## src/inc/rxq2_defs.vh

```
`ifndef RXQ2_DEFS_VH
`define RXQ2_DEFS_VH

// Register byte addresses
`define RXQ2_ADDR_INDEX_PAIR  12'h0ec
`define RXQ2_ADDR_STATE_DROPS 12'h0f0
`define RXQ2_ADDR_CONTROL     12'h100
`define RXQ2_ADDR_IRQ_STATUS  12'h104
`define RXQ2_ADDR_IRQ_MASK    12'h108

// Index pair fields
`define RXQ2_FETCH_MSB        26
`define RXQ2_FETCH_LSB        16
`define RXQ2_POST_MSB         10
`define RXQ2_POST_LSB         0
`define RXQ2_INDEX_W          11

// State and drops fields
`define RXQ2_NO_BURST_BIT     16
`define RXQ2_DROPS_MSB        15
`define RXQ2_DIAG_LSB         17

// Control fields
`define RXQ2_CTRL_FETCH_WE    0
`define RXQ2_CTRL_DMA_EN      1

// Interrupt status bits
`define RXQ2_IRQ_DROP         0
`define RXQ2_IRQ_BAD_FRAME    1
`define RXQ2_IRQ_EMPTY        2
`define RXQ2_IRQ_W            3

// Reset values
`define RXQ2_RESET_WORD       32'h00000000

// Bus responses
`define RXQ2_RESP_OKAY        2'b00
`define RXQ2_RESP_SLVERR      2'b10

`endif

```

## src/rtl/rxq2_engine.v

```verilog
`timescale 1ns/1ps
`default_nettype none

module rxq2_engine
(
    // Clock and reset
    input  wire       aclk,
    input  wire       aresetn,
    // Control
    input  wire       dma_enable,
    input  wire       desc_ok,
    // Burst handshake with the data mover
    input  wire       burst_request,
    input  wire       burst_done,
    output reg        burst_start_reg,
    // Status
    output reg        no_burst_reg,
    output reg  [1:0] state_reg
);

    localparam [1:0] S_READY = 2'b00;
    localparam [1:0] S_BURST = 2'b01;
    localparam [1:0] S_HALT  = 2'b10;

    reg [1:0] state_next;
    reg       start_next;

    always @*
    begin
        state_next = state_reg;
        start_next = 1'b0;
        case (state_reg)
            S_READY:
            begin
                if (!dma_enable)
                    state_next = S_HALT;
                else if (burst_request && desc_ok)
                begin
                    state_next = S_BURST;
                    start_next = 1'b1;
                end
            end
            S_BURST:
            begin
                // A burst in flight always completes; disabling only stops the next one
                if (burst_done)
                    state_next = dma_enable ? S_READY : S_HALT;
            end
            S_HALT:
            begin
                if (dma_enable)
                    state_next = S_READY;
            end
            default:
                state_next = S_HALT;
        endcase
    end

    always @(posedge aclk)
    begin
        if (!aresetn)
        begin
            state_reg       <= S_HALT;
            burst_start_reg <= 1'b0;
            no_burst_reg    <= 1'b1;
        end
        else
        begin
            state_reg       <= state_next;
            burst_start_reg <= start_next;
            no_burst_reg    <= (state_next != S_READY);
        end
    end

endmodule // rxq2_engine

`default_nettype wire

```

## src/rtl/rxq2_top.v

```verilog
// How it works
// - Device advances fetch index per fetched descriptor.
// - Status bit shows no burst can start.
// - Disabled with no-burst set: no new burst.
// - Count frames dropped for lack of descriptors.
// - Upper status bits are read-only diagnostics.
//
// The AXI4-Lite interface to the registers was left to the implementer.
`timescale 1ns/1ps
`default_nettype none
`include "rxq2_defs.vh"

module rxq2_top
(
    // Clock and reset
    input  wire        aclk,
    input  wire        aresetn,
    // AXI4-Lite write address
    input  wire [11:0] s_axi_awaddr,
    input  wire        s_axi_awvalid,
    output reg         s_axi_awready,
    // AXI4-Lite write data
    input  wire [31:0] s_axi_wdata,
    input  wire [3:0]  s_axi_wstrb,
    input  wire        s_axi_wvalid,
    output reg         s_axi_wready,
    // AXI4-Lite write response
    output reg  [1:0]  s_axi_bresp,
    output reg         s_axi_bvalid,
    input  wire        s_axi_bready,
    // AXI4-Lite read address
    input  wire [11:0] s_axi_araddr,
    input  wire        s_axi_arvalid,
    output reg         s_axi_arready,
    // AXI4-Lite read data
    output reg  [31:0] s_axi_rdata,
    output reg  [1:0]  s_axi_rresp,
    output reg         s_axi_rvalid,
    input  wire        s_axi_rready,
    // Receive datapath events
    input  wire        desc_fetched,
    input  wire        frame_start,
    input  wire        frame_bad,
    input  wire        frame_dropped_no_desc,
    // Burst handshake
    input  wire        burst_request,
    input  wire        burst_done,
    output wire        burst_start,
    // Descriptor availability and interrupt
    output reg         desc_available,
    output reg         irq
);

    reg  [10:0] fetch_index_reg;
    reg  [10:0] post_index_reg;
    reg  [10:0] frame_base_reg;
    reg  [15:0] drops_reg;
    reg  [1:0]  control_reg;
    reg  [2:0]  irq_status_reg;
    reg  [2:0]  irq_mask_reg;
    reg         empty_d_reg;
    reg  [11:0] awaddr_reg;
    reg  [31:0] wdata_reg;
    reg  [3:0]  wstrb_reg;

    wire        no_burst;
    wire [1:0]  engine_state;

    function [31:0] strb_mask;
        input [3:0] strb;
        begin
            strb_mask = {{8{strb[3]}}, {8{strb[2]}}, {8{strb[1]}}, {8{strb[0]}}};
        end
    endfunction

    function [31:0] merge;
        input [31:0] old_word;
        input [31:0] new_word;
        input [3:0]  strb;
        begin
            merge = (old_word & ~strb_mask(strb)) | (new_word & strb_mask(strb));
        end
    endfunction

    function mapped;
        input [11:0] addr;
        begin
            if (addr == `RXQ2_ADDR_INDEX_PAIR)
                mapped = 1'b1;
            else if (addr == `RXQ2_ADDR_STATE_DROPS)
                mapped = 1'b1;
            else if (addr == `RXQ2_ADDR_CONTROL)
                mapped = 1'b1;
            else if (addr == `RXQ2_ADDR_IRQ_STATUS)
                mapped = 1'b1;
            else if (addr == `RXQ2_ADDR_IRQ_MASK)
                mapped = 1'b1;
            else
                mapped = 1'b0;
        end
    endfunction

    // Word images as software sees them
    wire [31:0] pair_word  = {5'h00, fetch_index_reg, 5'h00, post_index_reg};
    // Diagnostic field carries the engine state; nothing above it is promised
    wire [31:0] state_word = {13'h0000, engine_state, no_burst, drops_reg};
    wire [31:0] ctrl_word  = {30'h00000000, control_reg};
    wire [31:0] ists_word  = {29'h00000000, irq_status_reg};
    wire [31:0] imsk_word  = {29'h00000000, irq_mask_reg};

    wire        queue_empty = (fetch_index_reg == post_index_reg);
    wire        fetch_take  = desc_fetched && !queue_empty;

    // Write is performed once both address and data are held and no response is pending
    wire        do_write = !s_axi_awready && !s_axi_wready && !s_axi_bvalid;
    wire        wr_pair  = do_write && (awaddr_reg == `RXQ2_ADDR_INDEX_PAIR);
    wire        wr_state = do_write && (awaddr_reg == `RXQ2_ADDR_STATE_DROPS);
    wire        wr_ctrl  = do_write && (awaddr_reg == `RXQ2_ADDR_CONTROL);
    wire        wr_ists  = do_write && (awaddr_reg == `RXQ2_ADDR_IRQ_STATUS);
    wire        wr_imsk  = do_write && (awaddr_reg == `RXQ2_ADDR_IRQ_MASK);

    wire [31:0] pair_new  = merge(pair_word, wdata_reg, wstrb_reg);
    wire [31:0] state_new = merge(state_word, wdata_reg, wstrb_reg);
    wire [31:0] ctrl_new  = merge(ctrl_word, wdata_reg, wstrb_reg);
    wire [31:0] imsk_new  = merge(imsk_word, wdata_reg, wstrb_reg);
    wire [2:0]  ists_clr  = wr_ists ? (wdata_reg[2:0] & {3{wstrb_reg[0]}}) : 3'h0;

    wire [2:0]  irq_event;
    assign irq_event[`RXQ2_IRQ_DROP]      = frame_dropped_no_desc;
    assign irq_event[`RXQ2_IRQ_BAD_FRAME] = frame_bad;
    assign irq_event[`RXQ2_IRQ_EMPTY]     = queue_empty && !empty_d_reg;

    reg  [10:0] fetch_next;
    reg  [10:0] post_next;
    reg  [15:0] drops_base;
    reg  [2:0]  irq_status_next;

    always @*
    begin
        fetch_next = fetch_index_reg;
        if (frame_bad)
            fetch_next = frame_base_reg;
        else if (wr_pair && control_reg[`RXQ2_CTRL_FETCH_WE])
            fetch_next = pair_new[`RXQ2_FETCH_MSB:`RXQ2_FETCH_LSB];
        else if (fetch_take)
            fetch_next = fetch_index_reg + 11'h001;
        post_next = wr_pair ? pair_new[`RXQ2_POST_MSB:`RXQ2_POST_LSB] : post_index_reg;
        drops_base = wr_state ? state_new[`RXQ2_DROPS_MSB:0] : drops_reg;
        // Set wins over a simultaneous write-one-to-clear
        irq_status_next = (irq_status_reg & ~ists_clr) | irq_event;
    end

    always @(posedge aclk)
    begin
        if (!aresetn)
        begin
            fetch_index_reg <= 11'h000;
            post_index_reg  <= 11'h000;
            frame_base_reg  <= 11'h000;
            drops_reg       <= 16'h0000;
            control_reg     <= 2'h0;
            irq_status_reg  <= 3'h0;
            irq_mask_reg    <= 3'h0;
            empty_d_reg     <= 1'b1;
            desc_available  <= 1'b0;
            irq             <= 1'b0;
        end
        else
        begin
            fetch_index_reg <= fetch_next;
            if (frame_start)
                frame_base_reg <= fetch_index_reg;
            post_index_reg <= post_next;
            // Counter wraps at 16 bits; a software write reloads it
            drops_reg <= drops_base + {15'h0000, frame_dropped_no_desc};
            if (wr_ctrl)
                control_reg <= ctrl_new[1:0];
            if (wr_imsk)
                irq_mask_reg <= imsk_new[2:0];
            irq_status_reg <= irq_status_next;
            empty_d_reg    <= queue_empty;
            // Both next values, so the flag tracks the indices in the same cycle
            desc_available <= (fetch_next != post_next);
            irq            <= |(irq_status_next & irq_mask_reg);
        end
    end

    rxq2_engine u_engine
    (
        .aclk            (aclk),
        .aresetn         (aresetn),
        .dma_enable      (control_reg[`RXQ2_CTRL_DMA_EN]),
        .desc_ok         (!queue_empty),
        .burst_request   (burst_request),
        .burst_done      (burst_done),
        .burst_start_reg (burst_start),
        .no_burst_reg    (no_burst),
        .state_reg       (engine_state)
    );

    // AXI4-Lite write side
    always @(posedge aclk)
    begin
        if (!aresetn)
        begin
            s_axi_awready <= 1'b1;
            s_axi_wready  <= 1'b1;
            s_axi_bvalid  <= 1'b0;
            s_axi_bresp   <= `RXQ2_RESP_OKAY;
            awaddr_reg    <= 12'h000;
            wdata_reg     <= `RXQ2_RESET_WORD;
            wstrb_reg     <= 4'h0;
        end
        else
        begin
            if (s_axi_awvalid && s_axi_awready)
            begin
                awaddr_reg    <= {s_axi_awaddr[11:2], 2'b00};
                s_axi_awready <= 1'b0;
            end
            if (s_axi_wvalid && s_axi_wready)
            begin
                wdata_reg    <= s_axi_wdata;
                wstrb_reg    <= s_axi_wstrb;
                s_axi_wready <= 1'b0;
            end
            if (do_write)
            begin
                s_axi_bvalid <= 1'b1;
                s_axi_bresp  <= mapped(awaddr_reg) ? `RXQ2_RESP_OKAY : `RXQ2_RESP_SLVERR;
            end
            if (s_axi_bvalid && s_axi_bready)
            begin
                s_axi_bvalid  <= 1'b0;
                s_axi_awready <= 1'b1;
                s_axi_wready  <= 1'b1;
            end
        end
    end

    wire [11:0] araddr_word = {s_axi_araddr[11:2], 2'b00};

    // AXI4-Lite read side
    always @(posedge aclk)
    begin
        if (!aresetn)
        begin
            s_axi_arready <= 1'b1;
            s_axi_rvalid  <= 1'b0;
            s_axi_rdata   <= `RXQ2_RESET_WORD;
            s_axi_rresp   <= `RXQ2_RESP_OKAY;
        end
        else if (s_axi_arvalid && s_axi_arready)
        begin
            s_axi_arready <= 1'b0;
            s_axi_rvalid  <= 1'b1;
            s_axi_rresp   <= `RXQ2_RESP_OKAY;
            if (araddr_word == `RXQ2_ADDR_INDEX_PAIR)
                s_axi_rdata <= pair_word;
            else if (araddr_word == `RXQ2_ADDR_STATE_DROPS)
                s_axi_rdata <= state_word;
            else if (araddr_word == `RXQ2_ADDR_CONTROL)
                s_axi_rdata <= ctrl_word;
            else if (araddr_word == `RXQ2_ADDR_IRQ_STATUS)
                s_axi_rdata <= ists_word;
            else if (araddr_word == `RXQ2_ADDR_IRQ_MASK)
                s_axi_rdata <= imsk_word;
            else
            begin
                s_axi_rdata <= `RXQ2_RESET_WORD;
                s_axi_rresp <= `RXQ2_RESP_SLVERR;
            end
        end
        else if (s_axi_rvalid && s_axi_rready)
        begin
            s_axi_rvalid  <= 1'b0;
            s_axi_arready <= 1'b1;
        end
    end

endmodule // rxq2_top

`default_nettype wire

```

## config.mk

```make
export PLATFORM = sky130hd
export DESIGN_NAME = rxq2_top
export DESIGN_NICKNAME = d
export VERILOG_FILES = /design/src/rtl/rxq2_engine.v /design/src/rtl/rxq2_top.v
export VERILOG_INCLUDE_DIRS = /design/src /design/src/inc
export SDC_FILE = /design/constraint.sdc
export NUM_CORES = 1
export LEC_CHECK = 0
export BUFFER_PORTS_ARGS = -buffer_cell sky130_fd_sc_hd__buf_2
export CAP_MARGIN = 40
export CORE_ASPECT_RATIO = 0.75
export CORE_MARGIN = 3
export CORE_UTILIZATION = 55
export DETAILED_ROUTE_END_ITERATION = 16
export PLACE_DENSITY = 0.78
export SLEW_MARGIN = 20
export SYNTH_ARGS = -nofsm -noshare
export SYNTH_HDL_FRONTEND = slang
export SYNTH_SLANG_ARGS = --single-unit
```

## constraint.sdc

```tcl
create_clock -name aclk -period 4.7 [get_ports aclk]
set_clock_uncertainty 0.2 [all_clocks]
set_input_delay 0.705 -clock aclk [delete_from_list [all_inputs] [get_ports aclk]]
set_output_delay 0.705 -clock aclk [all_outputs]
set_load 0.05 [all_outputs]
```

==> summary.txt, run 1 <==
Status: finished clean
Vias in the first global route: 5756
Slew margin rel.: 53.6%
Dpl ws: 0.997 ns
Number of port buffers: 100
Max H-tree Level: 4
Max-cap violations: 0
Largest net degree at the start of global routing: 47
Hold Violations, Final: 0
Cts repair resizes: 0
Fin nets: 995
Min cycle time layout: 3.74 ns
Finish-stage setup viols: 0
Share of cells above drive strength 1: 18.5%
Critical Path Source Type: flop
Fill cell count: 1015
Worst-path clk slew: 0.06 ns
Die Y: 102 um
Total Wirelength: 18800 um
First-pass GRT wire length: 30200 um
Total CTS buffers: 17
Global Route Usage Sum: 27.8%
CTS Sinks: 139
Iteration-0 DRC Markers: 676
Initial core utilization: 57.3%
CTS root buffer: clkbuf_16
Antenna viol nets, final: 0
Count of different cell masters after synthesis: 72
WP data required: 4.78 ns
Syn avg cell area: 8.06 um^2
Clock Latency Late Sink: 0.42 ns
Syn Inst Count: 840
Congestion Overflow GR: 0
Area Overhead vs Synth: 18.0%
Leakage power: 3.25 nW
Die ar.: 13700 um^2
Cts-stage hold buffer count: 0
# rows: 34
Initial antenna violation count: 0
Hold Crit Class: reg2reg
Synth async-reset ratio: 0%
Most area-hungry cell type in the Yosys netlist: dfxtp_1
Post-synth EDFFs: 0
CTS tree: done
Setup crit end kind: flop
Slew at the pin with the worst max-slew slack: 0.696 ns
Peak supply drop: 0.254 mV
DPL Wire Length: 13300 um
Longest Clk Path Bufs: 2
Flops & latches, synth: 139
First drt pass iteration count: 6
Post-synthesis sequential area ratio: 41.1%
Routed via count: 6322
Crit path DAT: 3.81 ns
Worst setup margin: 0.965 ns
Vias per inst: 5.78
Yosys top cell area share: 41.1%
Max Slew Vio Count: 0
DR WL/cell: 17.2 um
Commonest non-fill, non-tap cells in the layout: nand2_1, dfxtp_1, buf_2, nor2_1, a21oi_1
Main synth FF type: dfxtp_1
Flop-to-flop setup slack: 0.96 ns
Drt drc: 0
Routability cong.: 0.952
Setup_tns: 0 ns
Commonest non-fill, non-tap cell in the layout: nand2_1
Yosys warns: 0
Core Box Area: 11800 um^2
I/O pins: 117
Die width: 134 um
Finished Core Util: 67.5%
Post-Syn Area: 6770 um^2
Pwr dens: 364 nW/um^2
Buffers inserted by post-CTS timing repair: 0
Ranking of synthesized cells by area: dfxtp_1, nand2_1, mux2i_1, a21oi_1, nor2_1
Final cycle utilization of the critical path: 79.5%
# diodes: 0
FMAX: 0.268 GHz
Crit-path max FO: 13
Setup CP Type: reg2reg
Unrepaired setup endpoints after global routing: false
[critical path: stages, from the launching register on]
cell and delay [ns]:
dfxtp_1 0.33, nand4b_1 0.26, nor2_1 0.25, and3_1 0.58
mux2_2 0.26, ha_1 0.15, ha_1 0.14, inv_1 0.04
a21oi_1 0.39, nand3b_1 0.20, nor3b_1 0.47, nand2_1 0.12
xnor2_1 0.15, nor2_1 0.05
[per-stage QoR]
step	area, um^2	power [mW]	hold WS (ns)	instances
6_report	7990	2.91	0.250	1094
5_1_grt	7990	3.00	0.263	1094
4_1_cts	7990	2.91	0.250	1094
3_5_place_dp	7380	1.54	0.242	1062
3_3_place_gp	7320	1.53	0.238	1058
2_1_floorplan	6790	1.46	0.231	846
[cell families (layout without fill, tap and decap cells)]
family	Yosys count	in the layout	synth area share, %
simple gates	370	370	25.7
compound gates	172	172	16.1
flops	139	139	41.1
buf+inv	70	156	4.42
mux	51	51	7.65
xor+xnor	34	34	4.40
fa+ha+maj	3	3	0.554
other cells	1	7	0.0554
[path summary, 6_finish.rpt]
| kind | start | end | depth (start not counted) |
|---|---|---|---|
| max reg2reg | awaddr_reg[8]$_SDFFE_PN0P_ | drops_reg[14]$_SDFF_PN0_ | 13 |
| min reg2reg | s_axi_rdata[25]$_SDFFE_PN0P_ | s_axi_rdata[25]$_SDFFE_PN0P_ | 2 |
| min | s_axi_rdata[25]$_SDFFE_PN0P_ | s_axi_rdata[25]$_SDFFE_PN0P_ | 2 |
| max | awaddr_reg[8]$_SDFFE_PN0P_ | drops_reg[14]$_SDFF_PN0_ | 13 |
[cells in the mapped netlist (3+ instances only)]
library cell and number:
buf_2 4, o31ai_1 5, nand2b_1 5, o21ai_0 19, nor2b_1 4, o21a_1 3
mux2i_1 45, o211ai_1 5, nor2_1 93, nand4_1 11, inv_1 10, o211a_1 3
nand2_1 145, buf_1 7, ha_1 3, nor3b_1 4, a221oi_1 15, mux2_2 6
clkbuf_1 38, a21oi_1 83, and2_1 13, and3_1 8, a31oi_1 9, nand3_1 33
dfxtp_1 139, xor2_1 17, buf_4 8, nor4_1 6, a211oi_1 8, nor3_1 28
xnor2_1 17
[report_power, final]
group | total [mW] | switching, mW | internal, mW
clock network | 1.38 | 0.527 | 0.854
registers | 1.26 | 0.0423 | 1.22
logic | 0.264 | 0.178 | 0.0863
[cell type report]
type	instances	area, um^2	share of cell area (%)
multi-input combinational	637	3730	46.7
clock buffer	19	443	5.55
sequential	139	2780	34.8
timing repair buffer	112	621	7.77
tap	162	203	2.54
inverter	12	46.3	0.580
clock inverter	13	165	2.07
[metal layers]
metal	vias to the layer above	global-route usage [%]	routed length, um
met5	-	0	0
met1	2916	40.7	8780
li1	3085	-	-
met3	22	8.76	1970
met2	299	40.5	7850
met4	0	6.18	197
(Power assumes the default switching activity.)
==> run 2, diff against run 1 <==
Settings changed: ABC_AREA from default to 1, PLACE_DENSITY 0.78 to 0.79.
Clock period 4.7 ns to 3.5 ns, I/O delays scaled along.
==> summary.txt, run 2 <==
Core Box Area: 11700 um^2
Critical Path Source Type: flop
WP data required: 3.65 ns
Setup crit end kind: flop
Top delay family on crit path: simple AND/OR/NAND/NOR gates
Most instantiated library cell after synthesis: nand2_1
Worst-path clk slew: 0.06 ns
DR WL/cell: 14.6 um
Final cycle utilization of the critical path: 82.9%
Most frequent cells after synthesis: nand2_1, dfxtp_1, nor2_1
Buffers inserted by post-CTS timing repair: 0
Main synth FF type: dfxtp_1
FMAX: 0.345 GHz
Yosys warns: 0
Total CTS buffers: 17
Antenna viol nets, final: 0
Cts repair resizes: 0
Flops & latches, synth: 139
I/O pins: 117
Commonest non-fill, non-tap cells in the layout: nand2_1, dfxtp_1, nor2_1, o21ai_0
Clock Latency Late Sink: 0.42 ns
Vias in the first global route: 6007
Cells along the critical path: nor2_4 -> nand3_2 -> nor3_4 -> nand2_4 -> o21ai_0 -> ha_1 -> ha_1 -> inv_1 -> nor2_1 -> nand2_1 -> inv_1 -> nand2_1 -> nor2_1 -> xor2_1 -> inv_1 -> nor2_1
Drt drc: 0
Fill cell count: 1048
Post-Syn Area: 6700 um^2
Ranking of synthesized cells by area: dfxtp_1, nand2_1, o21ai_0, nor2_1, inv_1
Hold Violations, Final: 0
Routability cong.: 0.909
Congestion Overflow GR: 0
Yosys top cell area share: 41.6%
Iteration-0 DRC Markers: 538
CTS root buffer: clkbuf_16
Status: finished clean
Slew margin rel.: 45.1%
Syn avg cell area: 6.88 um^2
Share of cells above drive strength 1: 16.6%
Number of port buffers: 100
Finish-stage setup viols: 0
Die Y: 102 um
Routed via count: 6589
Synth async-reset ratio: 0%
Post-synth EDFFs: 0
Cts-stage hold buffer count: 0
Total Wirelength: 18000 um
Longest Clk Path Bufs: 2
CTS Sinks: 139
Setup_tns: 0 ns
Hold Crit Class: in2reg
CTS tree: done
Crit path DAT: 3.05 ns
Setup CP Type: reg2reg
# rows: 34
Pwr dens: 521 nW/um^2
Area Overhead vs Synth: 17.3%
Count of different cell masters after synthesis: 46
Slew at the pin with the worst max-slew slack: 0.823 ns
Commonest non-fill, non-tap cell in the layout: nand2_1
Max-cap violations: 0
Crit-path max FO: 16
Max H-tree Level: 4
First drt pass iteration count: 5
DPL Wire Length: 12500 um
Most area-hungry cell type in the Yosys netlist: dfxtp_1
First-pass GRT wire length: 29500 um
Initial antenna violation count: 0
Post-synthesis sequential area ratio: 41.6%
Slowest stage delay, CP: 0.33 ns
Die width: 133 um
Largest net degree at the start of global routing: 43
Initial core utilization: 57.0%
Min cycle time layout: 2.90 ns
Critical path's slowest cell: dfxtp_1
Vias per inst: 5.34
Unrepaired setup endpoints after global routing: false
Buffers and inverters on the worst path: 3
Die ar.: 13500 um^2
Max Slew Vio Count: 0
Finished Core Util: 66.9%
Peak supply drop: 0.374 mV
Fin nets: 1134
Global Route Usage Sum: 27.0%
Syn Inst Count: 973
Leakage power: 3.61 nW
# diodes: 0
-- run 2: cell types whose count changed in the layout (fill, tap and decap cells not counted), moves of 22 or more --
cell	before	now
o21ai_0	19	109
nand2_1	145	221
inv_1	10	100
nor2_1	93	115
mux2i_1	45	1
-- run 2: area by class of cell --
| cell class | count | area (um^2) | area share (%) |
|---|---|---|---|
| Multi-Input combinational cell | 685 | 3300 | 42.1 |
| Inverter | 105 | 394 | 5.02 |
| Clock buffer | 21 | 450 | 5.74 |
| Tap cell | 162 | 203 | 2.58 |
| Timing Repair Buffer | 110 | 576 | 7.33 |
| Sequential cell | 139 | 2780 | 35.4 |
| Clock inverter | 11 | 144 | 1.83 |
-- run 2: worst reg2reg max path: cells and delay by family (launching register included) --
| family | cells | cell delay, ns |
|---|---|---|
| XOR/XNOR | 1 | 0.16 |
| adder cells (fa/ha/maj) | 2 | 0.38 |
| AND/OR/NAND/NOR | 9 | 1.35 |
| AO/OA/AOI/OAI | 1 | 0.21 |
| flip-flops | 1 | 0.33 |
| buffers and inverters | 3 | 0.20 |
-- run 2: logic make-up after synthesis --
family | count (synthesis) | synth area share, %
simple gates | 442 | 28.6
flops | 139 | 41.6
xor+xnor | 8 | 1.05
compound gates | 224 | 18.6
fa+ha+maj | 3 | 0.561
buf+inv | 155 | 9.44
mux | 1 | 0.149
other cells | 1 | 0.0560
-- run 2: final timing paths --
kind	from	endpoint	slack, ns	cells after the start
worst max-delay path	awaddr_reg[11]$_SDFFE_PN0P_	drops_reg[6]$_SDFF_PN0_	0.60	16
worst min-delay path	s_axi_wdata[19]	wdata_reg[19]$_SDFFE_PN0P_	0.16	3
worst max register to register	awaddr_reg[11]$_SDFFE_PN0P_	drops_reg[6]$_SDFF_PN0_	0.60	16
worst min register to register	wdata_reg[15]$_SDFFE_PN0P_	wdata_reg[15]$_SDFFE_PN0P_	0.25	2
-- run 2: stage by stage --
stage | instance area, um^2 | setup slack (ns) | hold slack (ns) | cells | power (mW)
floorplan | 6720 | 0.761 | 0.225 | 979 | 2.15
global placement | 7260 | 0.718 | 0.246 | 1201 | 2.28
detailed placement | 7260 | 0.664 | 0.250 | 1201 | 2.29
CTS | 7850 | 0.614 | 0.148 | 1233 | 4.09
global route | 7850 | 0.242 | 0.154 | 1233 | 4.23
finish | 7850 | 0.598 | 0.156 | 1233 | 4.09
-- run 2: per-layer routing --
metal	GRT usage, %	wire length (um)	vias to the layer above
li1	-	-	3327
met1	38.0	8620	2962
met2	42.0	7670	266
met3	5.36	1390	34
met4	9.17	353	0
met5	0	0	-
-- run 2: where the power goes --
group / switching [mW] / internal (mW)
clock: 0.681 / 1.14
combinational: 0.368 / 0.159
sequential: 0.0685 / 1.67
total: 1.12 / 2.97
